[src/hw/msc_defines.svh]
// Constants of the monitor serial command port
`ifndef MSC_DEFINES_SVH
`define MSC_DEFINES_SVH

// Channel count and highest valid address
`define MSC_NCHAN 10
`define MSC_LAST_CHAN 4'h9

// Opcodes in the upper command nibble
`define MSC_OP_CONV 4'h0
`define MSC_OP_ALARM 4'h1
`define MSC_OP_CUR1 4'h2
`define MSC_OP_CURALL 4'h3
`define MSC_OP_CFG1 4'h4
`define MSC_OP_GLOB 4'h5
`define MSC_OP_RSV6 4'h6
`define MSC_OP_RESET 4'h7
`define MSC_OP_CLR1 4'h8
`define MSC_OP_CLRALL 4'h9
`define MSC_OP_WCUR1 4'hA
`define MSC_OP_WCURALL 4'hB
`define MSC_OP_WCFG1 4'hC
`define MSC_OP_WGLOB 4'hD
`define MSC_OP_RSVE 4'hE
`define MSC_OP_RSVF 4'hF

// Data byte counts per command
`define MSC_LEN_ALARM 5'h03
`define MSC_LEN_CUR1 5'h02
`define MSC_LEN_CURALL 5'h14
`define MSC_LEN_CFG 5'h05
`define MSC_LEN_GLOB 5'h05

// Field positions and power-on values
`define MSC_SCAN_BIT 0
`define MSC_CUR_RST 12'h000
`define MSC_CHCFG_RST 40'h0000000000
`define MSC_GLOB_RST 40'h0000000000

// Serial clock limit and its cycle count at the system rate
`define MSC_SYS_HZ 10000000
`define MSC_SCLK_MAX_HZ 10000000
`define MSC_SCLK_MIN_PER_CYC ((`MSC_SYS_HZ + `MSC_SCLK_MAX_HZ - 1) / `MSC_SCLK_MAX_HZ)

`endif

[src/hw/msc_pkg.sv]
// Types of the monitor serial command port
package msc_pkg;

  // Serial engine states
  typedef enum {ST_IDLE, ST_CMD, ST_DATA, ST_SKIP} msc_state_t;

  // Coding of a conversion result
  typedef enum logic [1:0] {MODE_SE, MODE_UNI, MODE_BIP, MODE_TEMP} msc_mode_t;

  // Serial pins from the host
  typedef struct packed {
    logic cs_n;
    logic sclk;
    logic din;
  } msc_pins_t;

  // Raw conversion result from the converter
  typedef struct packed {
    logic [3:0] chan;
    msc_mode_t mode;
    logic signed [12:0] raw;
  } msc_result_t;

endpackage : msc_pkg

[src/hw/msc_port.sv]
// Serial command port: pin sampling, command decode, register store
`timescale 1ns/1ns
`include "msc_defines.svh"
module msc_port (
  input wire logic clk_sys,
  input wire logic rst,
  input msc_pkg::msc_pins_t pins,
  output logic dout,
  output logic dout_oe_n,
  input msc_pkg::msc_result_t result_in,
  input wire logic result_valid,
  output logic result_ready,
  input wire logic [23:0] alarm_status,
  output logic conv_start,
  output logic [3:0] conv_chan,
  output logic clear_chan,
  output logic clear_all,
  output logic [3:0] clear_addr,
  output logic shutdown,
  output logic [15:0] chan_enable,
  output logic [15:0] input_cfg,
  output logic [7:0] setup_reg
);
  import msc_pkg::*;

  msc_state_t state;
  logic [2:0] pin_raw;
  logic [2:0] pin_f;
  logic cs_f;
  logic sclk_f;
  logic din_f;
  logic sclk_d;
  logic rise;
  logic fall;
  logic [2:0] bit_cnt;
  logic [7:0] sh_in;
  logic [7:0] cmd_next;
  logic [3:0] op;
  logic [3:0] addr;
  logic [4:0] byte_idx;
  logic cmd_done;
  logic wr_stb;
  logic addr_ok;
  logic reset_cmd;
  logic conv_pend;
  logic scan_mode;
  logic [2:0] tbit;
  logic [4:0] tx_idx;
  logic [7:0] tx_sh;
  logic [7:0] rd_byte;
  logic rd_msb;
  logic [11:0] cur [0:`MSC_NCHAN-1];
  logic [39:0] chcfg [0:`MSC_NCHAN-1];
  logic [39:0] glob;
  msc_result_t fifo_out;
  logic fifo_valid;
  logic drain;

  // Three-stage pin sampling; a level counts once stages two and three agree
  assign pin_raw = {pins.cs_n, pins.sclk, pins.din};
  genvar gi;
  generate
    for (gi = 0; gi < 3; gi++) begin : g_sync
      logic [2:0] stg;
      logic flt;
      always_ff @(posedge clk_sys) begin
        if (rst) begin
          stg <= {3{gi == 2}}; // Idle levels, so no false select after reset
          flt <= (gi == 2);
        end else begin
          stg <= {stg[1:0], pin_raw[gi]};
          if (stg[1] == stg[2]) begin
            flt <= stg[2];
          end
        end
      end
      assign pin_f[gi] = flt;
    end
  endgenerate
  assign cs_f = pin_f[2];
  assign sclk_f = pin_f[1];
  assign din_f = pin_f[0];

  // Edge finder; no idle level is assumed, so both clock modes work
  always_ff @(posedge clk_sys) begin
    if (rst) begin
      sclk_d <= 1'b0;
    end else begin
      sclk_d <= sclk_f;
    end
  end
  assign rise = sclk_f && !sclk_d;
  assign fall = !sclk_f && sclk_d;

  // Decode helpers
  assign cmd_next = {sh_in[6:0], din_f};
  assign cmd_done = !cs_f && (state == ST_CMD) && rise && (bit_cnt == 3'h7);
  assign wr_stb = !cs_f && (state == ST_DATA) && rise && (bit_cnt == 3'h7);
  assign addr_ok = (addr <= `MSC_LAST_CHAN);
  assign reset_cmd = cmd_done && (cmd_next[7:4] == `MSC_OP_RESET);
  assign scan_mode = glob[`MSC_SCAN_BIT];
  assign chan_enable = glob[39:24];
  assign input_cfg = glob[23:8];
  assign setup_reg = glob[7:0];

  // Reserved opcode test
  function automatic logic is_rsv(input logic [3:0] o);
    is_rsv = (o == `MSC_OP_RSV6) || (o == `MSC_OP_RSVE) || (o == `MSC_OP_RSVF);
  endfunction : is_rsv

  // Byte i of a five-byte group, first byte highest
  function automatic logic [7:0] byte_of(input logic [39:0] w, input logic [4:0] i);
    case (i)
      5'h00: byte_of = w[39:32];
      5'h01: byte_of = w[31:24];
      5'h02: byte_of = w[23:16];
      5'h03: byte_of = w[15:8];
      5'h04: byte_of = w[7:0];
      default: byte_of = 8'h00;
    endcase
  endfunction : byte_of

  // Replace byte i of a five-byte group
  function automatic logic [39:0] put5(input logic [39:0] w, input logic [4:0] i,
                                       input logic [7:0] b);
    logic [39:0] r;
    r = w;
    case (i)
      5'h00: r[39:32] = b;
      5'h01: r[31:24] = b;
      5'h02: r[23:16] = b;
      5'h03: r[15:8] = b;
      5'h04: r[7:0] = b;
      default: r = w;
    endcase
    put5 = r;
  endfunction : put5

  // Result coding: unsigned clamps negatives, signed saturates
  function automatic logic [11:0] fmt_code(input msc_result_t r);
    logic signed [12:0] v;
    v = r.raw;
    case (r.mode)
      MODE_SE, MODE_UNI: fmt_code = (v < 13'sh0000) ? 12'h000 : v[11:0];
      default: begin
        if (v > 13'sh07FF) begin
          fmt_code = 12'h7FF;
        end else if (v < 13'sh1800) begin
          fmt_code = 12'h800;
        end else begin
          fmt_code = v[11:0];
        end
      end
    endcase
  endfunction : fmt_code

  // Command and data receive engine
  always_ff @(posedge clk_sys) begin
    if (rst) begin
      state <= ST_IDLE;
      bit_cnt <= 3'h0;
      sh_in <= 8'h00;
      op <= 4'h0;
      addr <= 4'h0;
      byte_idx <= 5'h00;
    end else if (cs_f) begin
      state <= ST_IDLE;
      bit_cnt <= 3'h0;
    end else begin
      case (state)
        ST_IDLE: begin
          state <= ST_CMD;
          bit_cnt <= 3'h0;
          byte_idx <= 5'h00;
        end
        ST_CMD: begin
          if (rise) begin
            sh_in <= cmd_next;
            bit_cnt <= bit_cnt + 3'h1;
            if (bit_cnt == 3'h7) begin
              op <= cmd_next[7:4];
              addr <= cmd_next[3:0];
              state <= is_rsv(cmd_next[7:4]) ? ST_SKIP : ST_DATA;
            end
          end
        end
        ST_DATA: begin
          if (rise) begin
            sh_in <= cmd_next;
            bit_cnt <= bit_cnt + 3'h1;
            if (bit_cnt == 3'h7 && byte_idx != 5'h1F) begin
              byte_idx <= byte_idx + 5'h01;
            end
          end
        end
        ST_SKIP: state <= ST_SKIP;
        default: state <= ST_IDLE;
      endcase
    end
  end

  // Manual conversion starts when select returns high
  always_ff @(posedge clk_sys) begin
    if (rst) begin
      conv_pend <= 1'b0;
      conv_start <= 1'b0;
      conv_chan <= 4'h0;
    end else begin
      conv_start <= 1'b0;
      if (cmd_done) begin
        conv_pend <= (cmd_next[7:4] == `MSC_OP_CONV) && !scan_mode
                     && (cmd_next[3:0] <= `MSC_LAST_CHAN);
        conv_chan <= cmd_next[3:0];
      end else if (cs_f && conv_pend) begin
        conv_pend <= 1'b0;
        conv_start <= 1'b1;
      end
    end
  end

  // Alarm clear pulses and shutdown flag
  always_ff @(posedge clk_sys) begin
    if (rst) begin
      clear_chan <= 1'b0;
      clear_all <= 1'b0;
      clear_addr <= 4'h0;
      shutdown <= 1'b1;
    end else begin
      clear_chan <= 1'b0;
      clear_all <= 1'b0;
      if (cmd_done && cmd_next[7:4] == `MSC_OP_CLR1 && cmd_next[3:0] <= `MSC_LAST_CHAN) begin
        clear_chan <= 1'b1;
        clear_addr <= cmd_next[3:0];
      end
      if (cmd_done && cmd_next[7:4] == `MSC_OP_CLRALL) begin
        clear_all <= 1'b1;
      end
      if (wr_stb && op == `MSC_OP_WCFG1 && addr_ok && byte_idx == 5'h04) begin
        clear_chan <= 1'b1;
        clear_addr <= addr;
      end
      if (reset_cmd) begin
        shutdown <= 1'b1;
      end else if (wr_stb && op == `MSC_OP_WGLOB && byte_idx == 5'h04) begin
        shutdown <= 1'b0;
      end
    end
  end

  // Register store: serial writes, reset command, converter results
  always_ff @(posedge clk_sys) begin
    if (rst || reset_cmd) begin
      for (int i = 0; i < `MSC_NCHAN; i++) begin
        cur[i] <= `MSC_CUR_RST;
        chcfg[i] <= `MSC_CHCFG_RST;
      end
      glob <= `MSC_GLOB_RST;
    end else if (wr_stb) begin
      case (op)
        `MSC_OP_WCUR1: begin
          if (addr_ok && byte_idx == 5'h00) begin
            cur[addr][11:4] <= cmd_next;
          end else if (addr_ok && byte_idx == 5'h01) begin
            cur[addr][3:0] <= cmd_next[7:4];
          end
        end
        `MSC_OP_WCURALL: begin
          if (byte_idx < `MSC_LEN_CURALL && !byte_idx[0]) begin
            cur[byte_idx[4:1]][11:4] <= cmd_next;
          end else if (byte_idx < `MSC_LEN_CURALL) begin
            cur[byte_idx[4:1]][3:0] <= cmd_next[7:4];
          end
        end
        `MSC_OP_WCFG1: begin
          if (addr_ok && byte_idx < `MSC_LEN_CFG) begin
            chcfg[addr] <= put5(chcfg[addr], byte_idx, cmd_next);
          end
        end
        `MSC_OP_WGLOB: begin
          if (byte_idx < `MSC_LEN_GLOB) begin
            glob <= put5(glob, byte_idx, cmd_next);
          end
        end
        default: glob <= glob;
      endcase
    end else if (drain && fifo_out.chan <= `MSC_LAST_CHAN) begin
      cur[fifo_out.chan] <= fmt_code(fifo_out);
    end
  end

  // Results wait in the buffer while a transfer is under way
  assign drain = fifo_valid && cs_f;
  msc_fifo2 #(
    .DEPTH(2)
  ) u_fifo (
    .clk_sys(clk_sys),
    .rst(rst),
    .in_data(result_in),
    .in_valid(result_valid),
    .in_ready(result_ready),
    .out_data(fifo_out),
    .out_valid(fifo_valid),
    .out_ready(cs_f)
  );

  // Byte to send for the current opcode and byte count
  always_comb begin
    rd_byte = 8'h00;
    case (op)
      `MSC_OP_ALARM: begin
        if (tx_idx < `MSC_LEN_ALARM) begin
          rd_byte = byte_of({alarm_status, 16'h0000}, tx_idx);
        end
      end
      `MSC_OP_CUR1: begin
        if (addr_ok && tx_idx < `MSC_LEN_CUR1) begin
          rd_byte = tx_idx[0] ? {cur[addr][3:0], 4'h0} : cur[addr][11:4];
        end
      end
      `MSC_OP_CURALL: begin
        if (tx_idx < `MSC_LEN_CURALL) begin
          rd_byte = tx_idx[0] ? {cur[tx_idx[4:1]][3:0], 4'h0}
                              : cur[tx_idx[4:1]][11:4];
        end
      end
      `MSC_OP_CFG1: begin
        if (addr_ok && tx_idx < `MSC_LEN_CFG) begin
          rd_byte = byte_of(chcfg[addr], tx_idx);
        end
      end
      `MSC_OP_GLOB: begin
        if (tx_idx < `MSC_LEN_GLOB) begin
          rd_byte = byte_of(glob, tx_idx);
        end
      end
      default: rd_byte = 8'h00;
    endcase
  end
  assign rd_msb = rd_byte[7];

  // Transmit engine: output changes only on falling edges after the command
  always_ff @(posedge clk_sys) begin
    if (rst) begin
      dout <= 1'b0;
      dout_oe_n <= 1'b1;
      tbit <= 3'h0;
      tx_idx <= 5'h00;
      tx_sh <= 8'h00;
    end else begin
      dout_oe_n <= cs_f;
      if (cs_f || state != ST_DATA) begin
        dout <= 1'b0;
        tbit <= 3'h0;
        tx_idx <= 5'h00;
      end else if (fall) begin
        if (tbit == 3'h0) begin
          dout <= rd_byte[7];
          tx_sh <= {rd_byte[6:0], 1'b0};
        end else begin
          dout <= tx_sh[7];
          tx_sh <= {tx_sh[6:0], 1'b0};
        end
        tbit <= tbit + 3'h1;
        if (tbit == 3'h7 && tx_idx != 5'h1F) begin
          tx_idx <= tx_idx + 5'h01;
        end
      end
    end
  end
endmodule : msc_port

[src/hw/msc_fifo2.sv]
// Two-entry result buffer with valid and ready on both sides
`timescale 1ns/1ns
module msc_fifo2 #(
  parameter int DEPTH = 2
) (
  input wire logic clk_sys,
  input wire logic rst,
  input msc_pkg::msc_result_t in_data,
  input wire logic in_valid,
  output logic in_ready,
  output msc_pkg::msc_result_t out_data,
  output logic out_valid,
  input wire logic out_ready
);
  import msc_pkg::*;

  localparam int PW = (DEPTH > 1) ? $clog2(DEPTH) : 1;

  msc_result_t mem [0:DEPTH-1];
  logic [PW-1:0] wp;
  logic [PW-1:0] rp;
  logic [PW:0] cnt;
  logic [PW:0] next_cnt;
  logic push;
  logic pop;

  // Handshakes and read port
  assign push = in_valid && in_ready;
  assign pop = out_valid && out_ready;
  assign out_valid = (cnt != '0);
  assign out_data = mem[rp];

  // Fill level after this cycle
  always_comb begin
    next_cnt = cnt;
    if (push && !pop) begin
      next_cnt = cnt + 1'b1;
    end else if (pop && !push) begin
      next_cnt = cnt - 1'b1;
    end
  end

  // Level, pointers and registered ready
  always_ff @(posedge clk_sys) begin
    if (rst) begin
      cnt <= '0;
      wp <= '0;
      rp <= '0;
      in_ready <= 1'b1;
    end else begin
      cnt <= next_cnt;
      in_ready <= (next_cnt != (PW+1)'(DEPTH));
      if (push) begin
        wp <= (wp == PW'(DEPTH - 1)) ? '0 : wp + 1'b1;
      end
      if (pop) begin
        rp <= (rp == PW'(DEPTH - 1)) ? '0 : rp + 1'b1;
      end
    end
  end

  // Storage
  always_ff @(posedge clk_sys) begin
    if (push) begin
      mem[wp] <= in_data;
    end
  end

endmodule : msc_fifo2

[config.mk]
export PLATFORM = sky130hd
export DESIGN_NAME = msc_port
export DESIGN_NICKNAME = d
export VERILOG_FILES = /design/src/hw/msc_pkg.sv /design/src/hw/msc_port.sv /design/src/hw/msc_fifo2.sv
export VERILOG_INCLUDE_DIRS = /design/src /design/src/hw
export SDC_FILE = /design/constraint.sdc
export NUM_CORES = 1
export LEC_CHECK = 0
export ABC_CLOCK_PERIOD_IN_PS = 8150
export BUFFER_PORTS_ARGS = -buffer_cell sky130_fd_sc_hd__clkbuf_2
export CORE_MARGIN = 4
export CORE_UTILIZATION = 43
export CTS_BUF_LIST = sky130_fd_sc_hd__clkbuf_8
export CTS_CLUSTER_SIZE = 30
export DETAILED_ROUTE_END_ITERATION = 10
export GPL_ROUTABILITY_DRIVEN = 0
export SETUP_SLACK_MARGIN = 0.2
export SLEW_MARGIN = 10
export SYNTH_ARGS = -nofsm -noshare
export SYNTH_HDL_FRONTEND = slang
export SYNTH_SLANG_ARGS = --single-unit
[constraint.sdc]
create_clock -name clk_sys -period 8.15 [get_ports clk_sys]
set_input_delay 0 -clock clk_sys [delete_from_list [all_inputs] [get_ports clk_sys]]
set_output_delay 0 -clock clk_sys [all_outputs]
set_load 0.005 [all_outputs]
==> impl_metrics.yaml <==
timing:
  final.period_utilization_pct: 56.75
  fin_skew_ns: 0.04606
  setup_viol: 0
  final.setup.worst_slack_ns: 3.525
  totalNegativeSetupSlack_ns: 0
  hold_slack_ns: 0.1136
  finalMaxSlewViolations: 0
  clock.fmax_ghz: 0.2162
  max_slew_margin_pct: 15.96
  hold_viol_final: 0
  rsz0062_at_grt: "false"
  timing.final.crit_period_ns: 4.625
  max_slew.worst_pin.slew_ns: 1.244
power_and_ir_drop:
  p_leak_nw: 17.52
  ir_drop_mv: 0.1309
  sequential_fraction_of_design_power_pct: 55.4
  power.internal_mw: 8.140
  part_of_the_total_power_dissipated_in_combinational_logic_pct: 6.1
  power.share.switching_pct: 24.02
  report.power.total_mw: 10.71
  switching_power_mw: 2.574
  power_density_relative_to_cell_area_mw_per_mm2: 210.5
  clockPowerShare_pct: 38.4
clock_network:
  post-cts-setup-buffer-count: 0
  cts.htree.levels: 4
  path_clk_slew_ns: 0.06
  cts_tree: "done"
  tritoncts.num_buffers: 166
  worstSkewPairLatency_ns: 0.86
  clock_sink_count: 990
  ctsLongestPathBuffers: 3
  cts_root_buf: "sky130_fd_sc_hd__clkbuf_8"
logic_synthesis:
  seq_area_frac_synth_pct: 64.83
  syn_avg_cell_area_um2: 14.00
  synthDistinctLibCells: 89
  synth_register_bits: 990
  synth_flop_cell: "sky130_fd_sc_hd__edfxtp_1"
  syn_inst: 3141
  synth.cell_area_mm2: 0.04397
  async_flop_share_pct: 0
  synth_enable_flop_cells: 868
  count_of_warnings_emitted_by_yosys: 0
place:
  dp.cells: 4787
  place.detailed.hpwl_mm: 74.89
  placed_area_mm2: 0.04721
  port_buffers: 102
  preCtsSetupSlack_ns: 3.750
detailed_routing:
  drt-vias-per-instance: 5.589
  totalWireLength_mm: 124.0
  antenna_violating_nets_post_route: 0
  total_number_of_vias: 28820
  detail_route.iter0.violations: 2911
  routed_wire_length_per_instance_um: 24.05
  drc_errors: 0
  drt_first_pass_iters: 6
die:
  initial_core_util_pct: 43.28
  die_h_um: 327.8
  floorplan.rows: 117
  die_width_um: 327.8
  die_outline_area_mm2: 0.1074
  coreArea_mm2: 0.1016
  io-pin-count: 104
worst_hold_path:
  hold_path_depth: 5
  worstHoldPathType: "input port to register"
  hold_start: "result_valid"
  min_to: "u_fifo.wp"
worst_setup_path:
  timing.critical_path.required_ns: 8.86
  timing.critical_path.arrival_ns: 5.34
  cp_max_fo: 16
  critical_path_class: "register to register"
  timing.critical_path.from_type: "register"
  timing.rr.end: "tx_sh[7]"
  ff2ff_path_depth: 11
  regToRegSetupSlack_ns: 3.52
  critPathCaptureType: "register"
  cp-startpoint: "tx_idx[0]"
  worstReg2RegStart: "tx_idx[0]"
global_routing:
  grt_overflow_total: 0
  grt_start_max_net_pins: 92
  vias_in_the_first_global_route: 28750
  antenna_found_initial: 1
  grt_first_pass_wirelength_mm: 184.1
  global_route.usage.total_pct: 23.06
cells_and_area:
  final_design_area_no_fill_mm2: 0.05090
  layout.core_utilization_pct: 50.10
  area_growth_synth_to_finish_pct: 15.76
  nets: 3718
  fin_cells: 5157
  final_layout_size_suffix_gt1_share_pct: 18.30
run_status:
  status: "completed"
flow_run:
  max-cap-violations: 0
-- power by group through the flow --
stage               combinational, mW  clock (mW)  sequential [mW]
floorplan                       0.408           0             6.01
global placement                0.626           0             6.03
detailed placement              0.630           0             6.04
CTS                             0.657        4.21             5.94
global route                    0.711        4.47             5.97
finish                          0.658        4.12             5.94
-- routing by layer --
layer  GRT usage (%)  up-vias  share of wire (%)
met5               0        -                  0
li1                -    12620                  -
met1           30.62    14610                 40
met2           37.67     1324                 48
met3           4.773      266                8.5
met4           8.644        0                3.5
-- cell usage after synthesis, types with 54 or more instances --
master                       n  area (um2)
sky130_fd_sc_hd__mux4_2    237        5338
sky130_fd_sc_hd__mux2i_1   113        1131
sky130_fd_sc_hd__clkbuf_1  131       491.7
sky130_fd_sc_hd__dfxtp_1   122        2442
sky130_fd_sc_hd__edfxtp_1  868       26070
sky130_fd_sc_hd__nand3_1    69       345.3
sky130_fd_sc_hd__a21oi_1   110       550.5
sky130_fd_sc_hd__inv_1      68       255.2
sky130_fd_sc_hd__o21ai_0    54       270.3
sky130_fd_sc_hd__nor2_1    575        2158
sky130_fd_sc_hd__buf_2      55       275.3
sky130_fd_sc_hd__nand2_1   302        1134
-- area by class of cell --
type                            count  area, um2
Clock inverter                    134      713.2
Inverter                           71      266.5
Antenna cell                        3      7.507
Tap cell                         1368       1712
Sequential cell                   990      28520
Timing Repair Buffer              245       1777
Multi-Input combinational cell   2175      15550
Fill cell                        8974      50690
Clock buffer                      171       2354
-- flip-flops by register name, summed over array words and instances (netlist names), 5 cells and up, named ones only --
register	count
chcfg	640
cur	192
glob	40
u_fifo.mem	36
g_sync.stg	9
sh_in	7
tx_sh	7
byte_idx	5
tx_idx	5
-- cell usage in the layout (no fill, tap or decap), types with 13 or more instances in the layout --
cell                              n
sky130_fd_sc_hd__a211oi_1        22
sky130_fd_sc_hd__a21oi_1        110
sky130_fd_sc_hd__a221oi_1        15
sky130_fd_sc_hd__a222oi_1        16
sky130_fd_sc_hd__a22oi_1         43
sky130_fd_sc_hd__and2_1          13
sky130_fd_sc_hd__buf_4           78
sky130_fd_sc_hd__clkbuf_2       102
sky130_fd_sc_hd__clkbuf_8       171
sky130_fd_sc_hd__clkinv_1        40
sky130_fd_sc_hd__conb_1         312
sky130_fd_sc_hd__dfxtp_1        116
sky130_fd_sc_hd__dlygate4sd3_1   62
sky130_fd_sc_hd__edfxtp_1       868
sky130_fd_sc_hd__ha_1            20
sky130_fd_sc_hd__inv_1          136
sky130_fd_sc_hd__mux2_2          14
sky130_fd_sc_hd__mux2i_1        113
sky130_fd_sc_hd__mux4_2         237
sky130_fd_sc_hd__nand2_1        289
sky130_fd_sc_hd__nand3_1         65
sky130_fd_sc_hd__nor2_1         574
sky130_fd_sc_hd__nor2b_1         27
sky130_fd_sc_hd__nor3_1          18
sky130_fd_sc_hd__o211ai_1        20
sky130_fd_sc_hd__o21ai_0         54
sky130_fd_sc_hd__o22ai_1         15
-- kinds of logic after synthesis --
group / Yosys count / synth area share (%)
mux: 364 / 15.07
xor+xnor: 10 / 0.1992
other cells: 1 / 0.008528
compound gates: 372 / 5.819
fa+ha+maj: 20 / 0.5691
simple gates: 1097 / 10.69
flops: 990 / 64.83
buf+inv: 287 / 2.814
-- worst max-delay path by stage --
stage               slack (ns)  depth (start not counted)      endpoint
finish                    3.52                         11      tx_sh[7]
global route              3.32                         11      tx_sh[7]
CTS                       3.52                         11      tx_sh[7]
detailed placement        3.75                         11  chcfg[4][31]
global placement          3.75                         11  chcfg[4][14]
floorplan                 4.66                         11   chcfg[0][0]
-- critical path: stages, from the launching register on --
cell and delay, ns:
sky130_fd_sc_hd__dfxtp_1 0.78, sky130_fd_sc_hd__clkinv_1 0.60, sky130_fd_sc_hd__ha_1 0.46, sky130_fd_sc_hd__nor4b_4 0.18, sky130_fd_sc_hd__buf_4 0.25, sky130_fd_sc_hd__a222oi_1 0.46
sky130_fd_sc_hd__dlygate4sd3_1 0.66, sky130_fd_sc_hd__o22ai_1 0.09, sky130_fd_sc_hd__a21oi_1 0.29, sky130_fd_sc_hd__o31ai_1 0.13, sky130_fd_sc_hd__a211oi_1 0.44, sky130_fd_sc_hd__a21oi_1 0.13
-- timing repair --
| action | CTS | global route |
|---|---|---|
| hold buffers | 62 | 0 |
| resized for setup | 0 | 0 |
| endpoints found under the hold margin | 101 | 0 |
No activity file was read; power rests on OpenSTA's default activity.
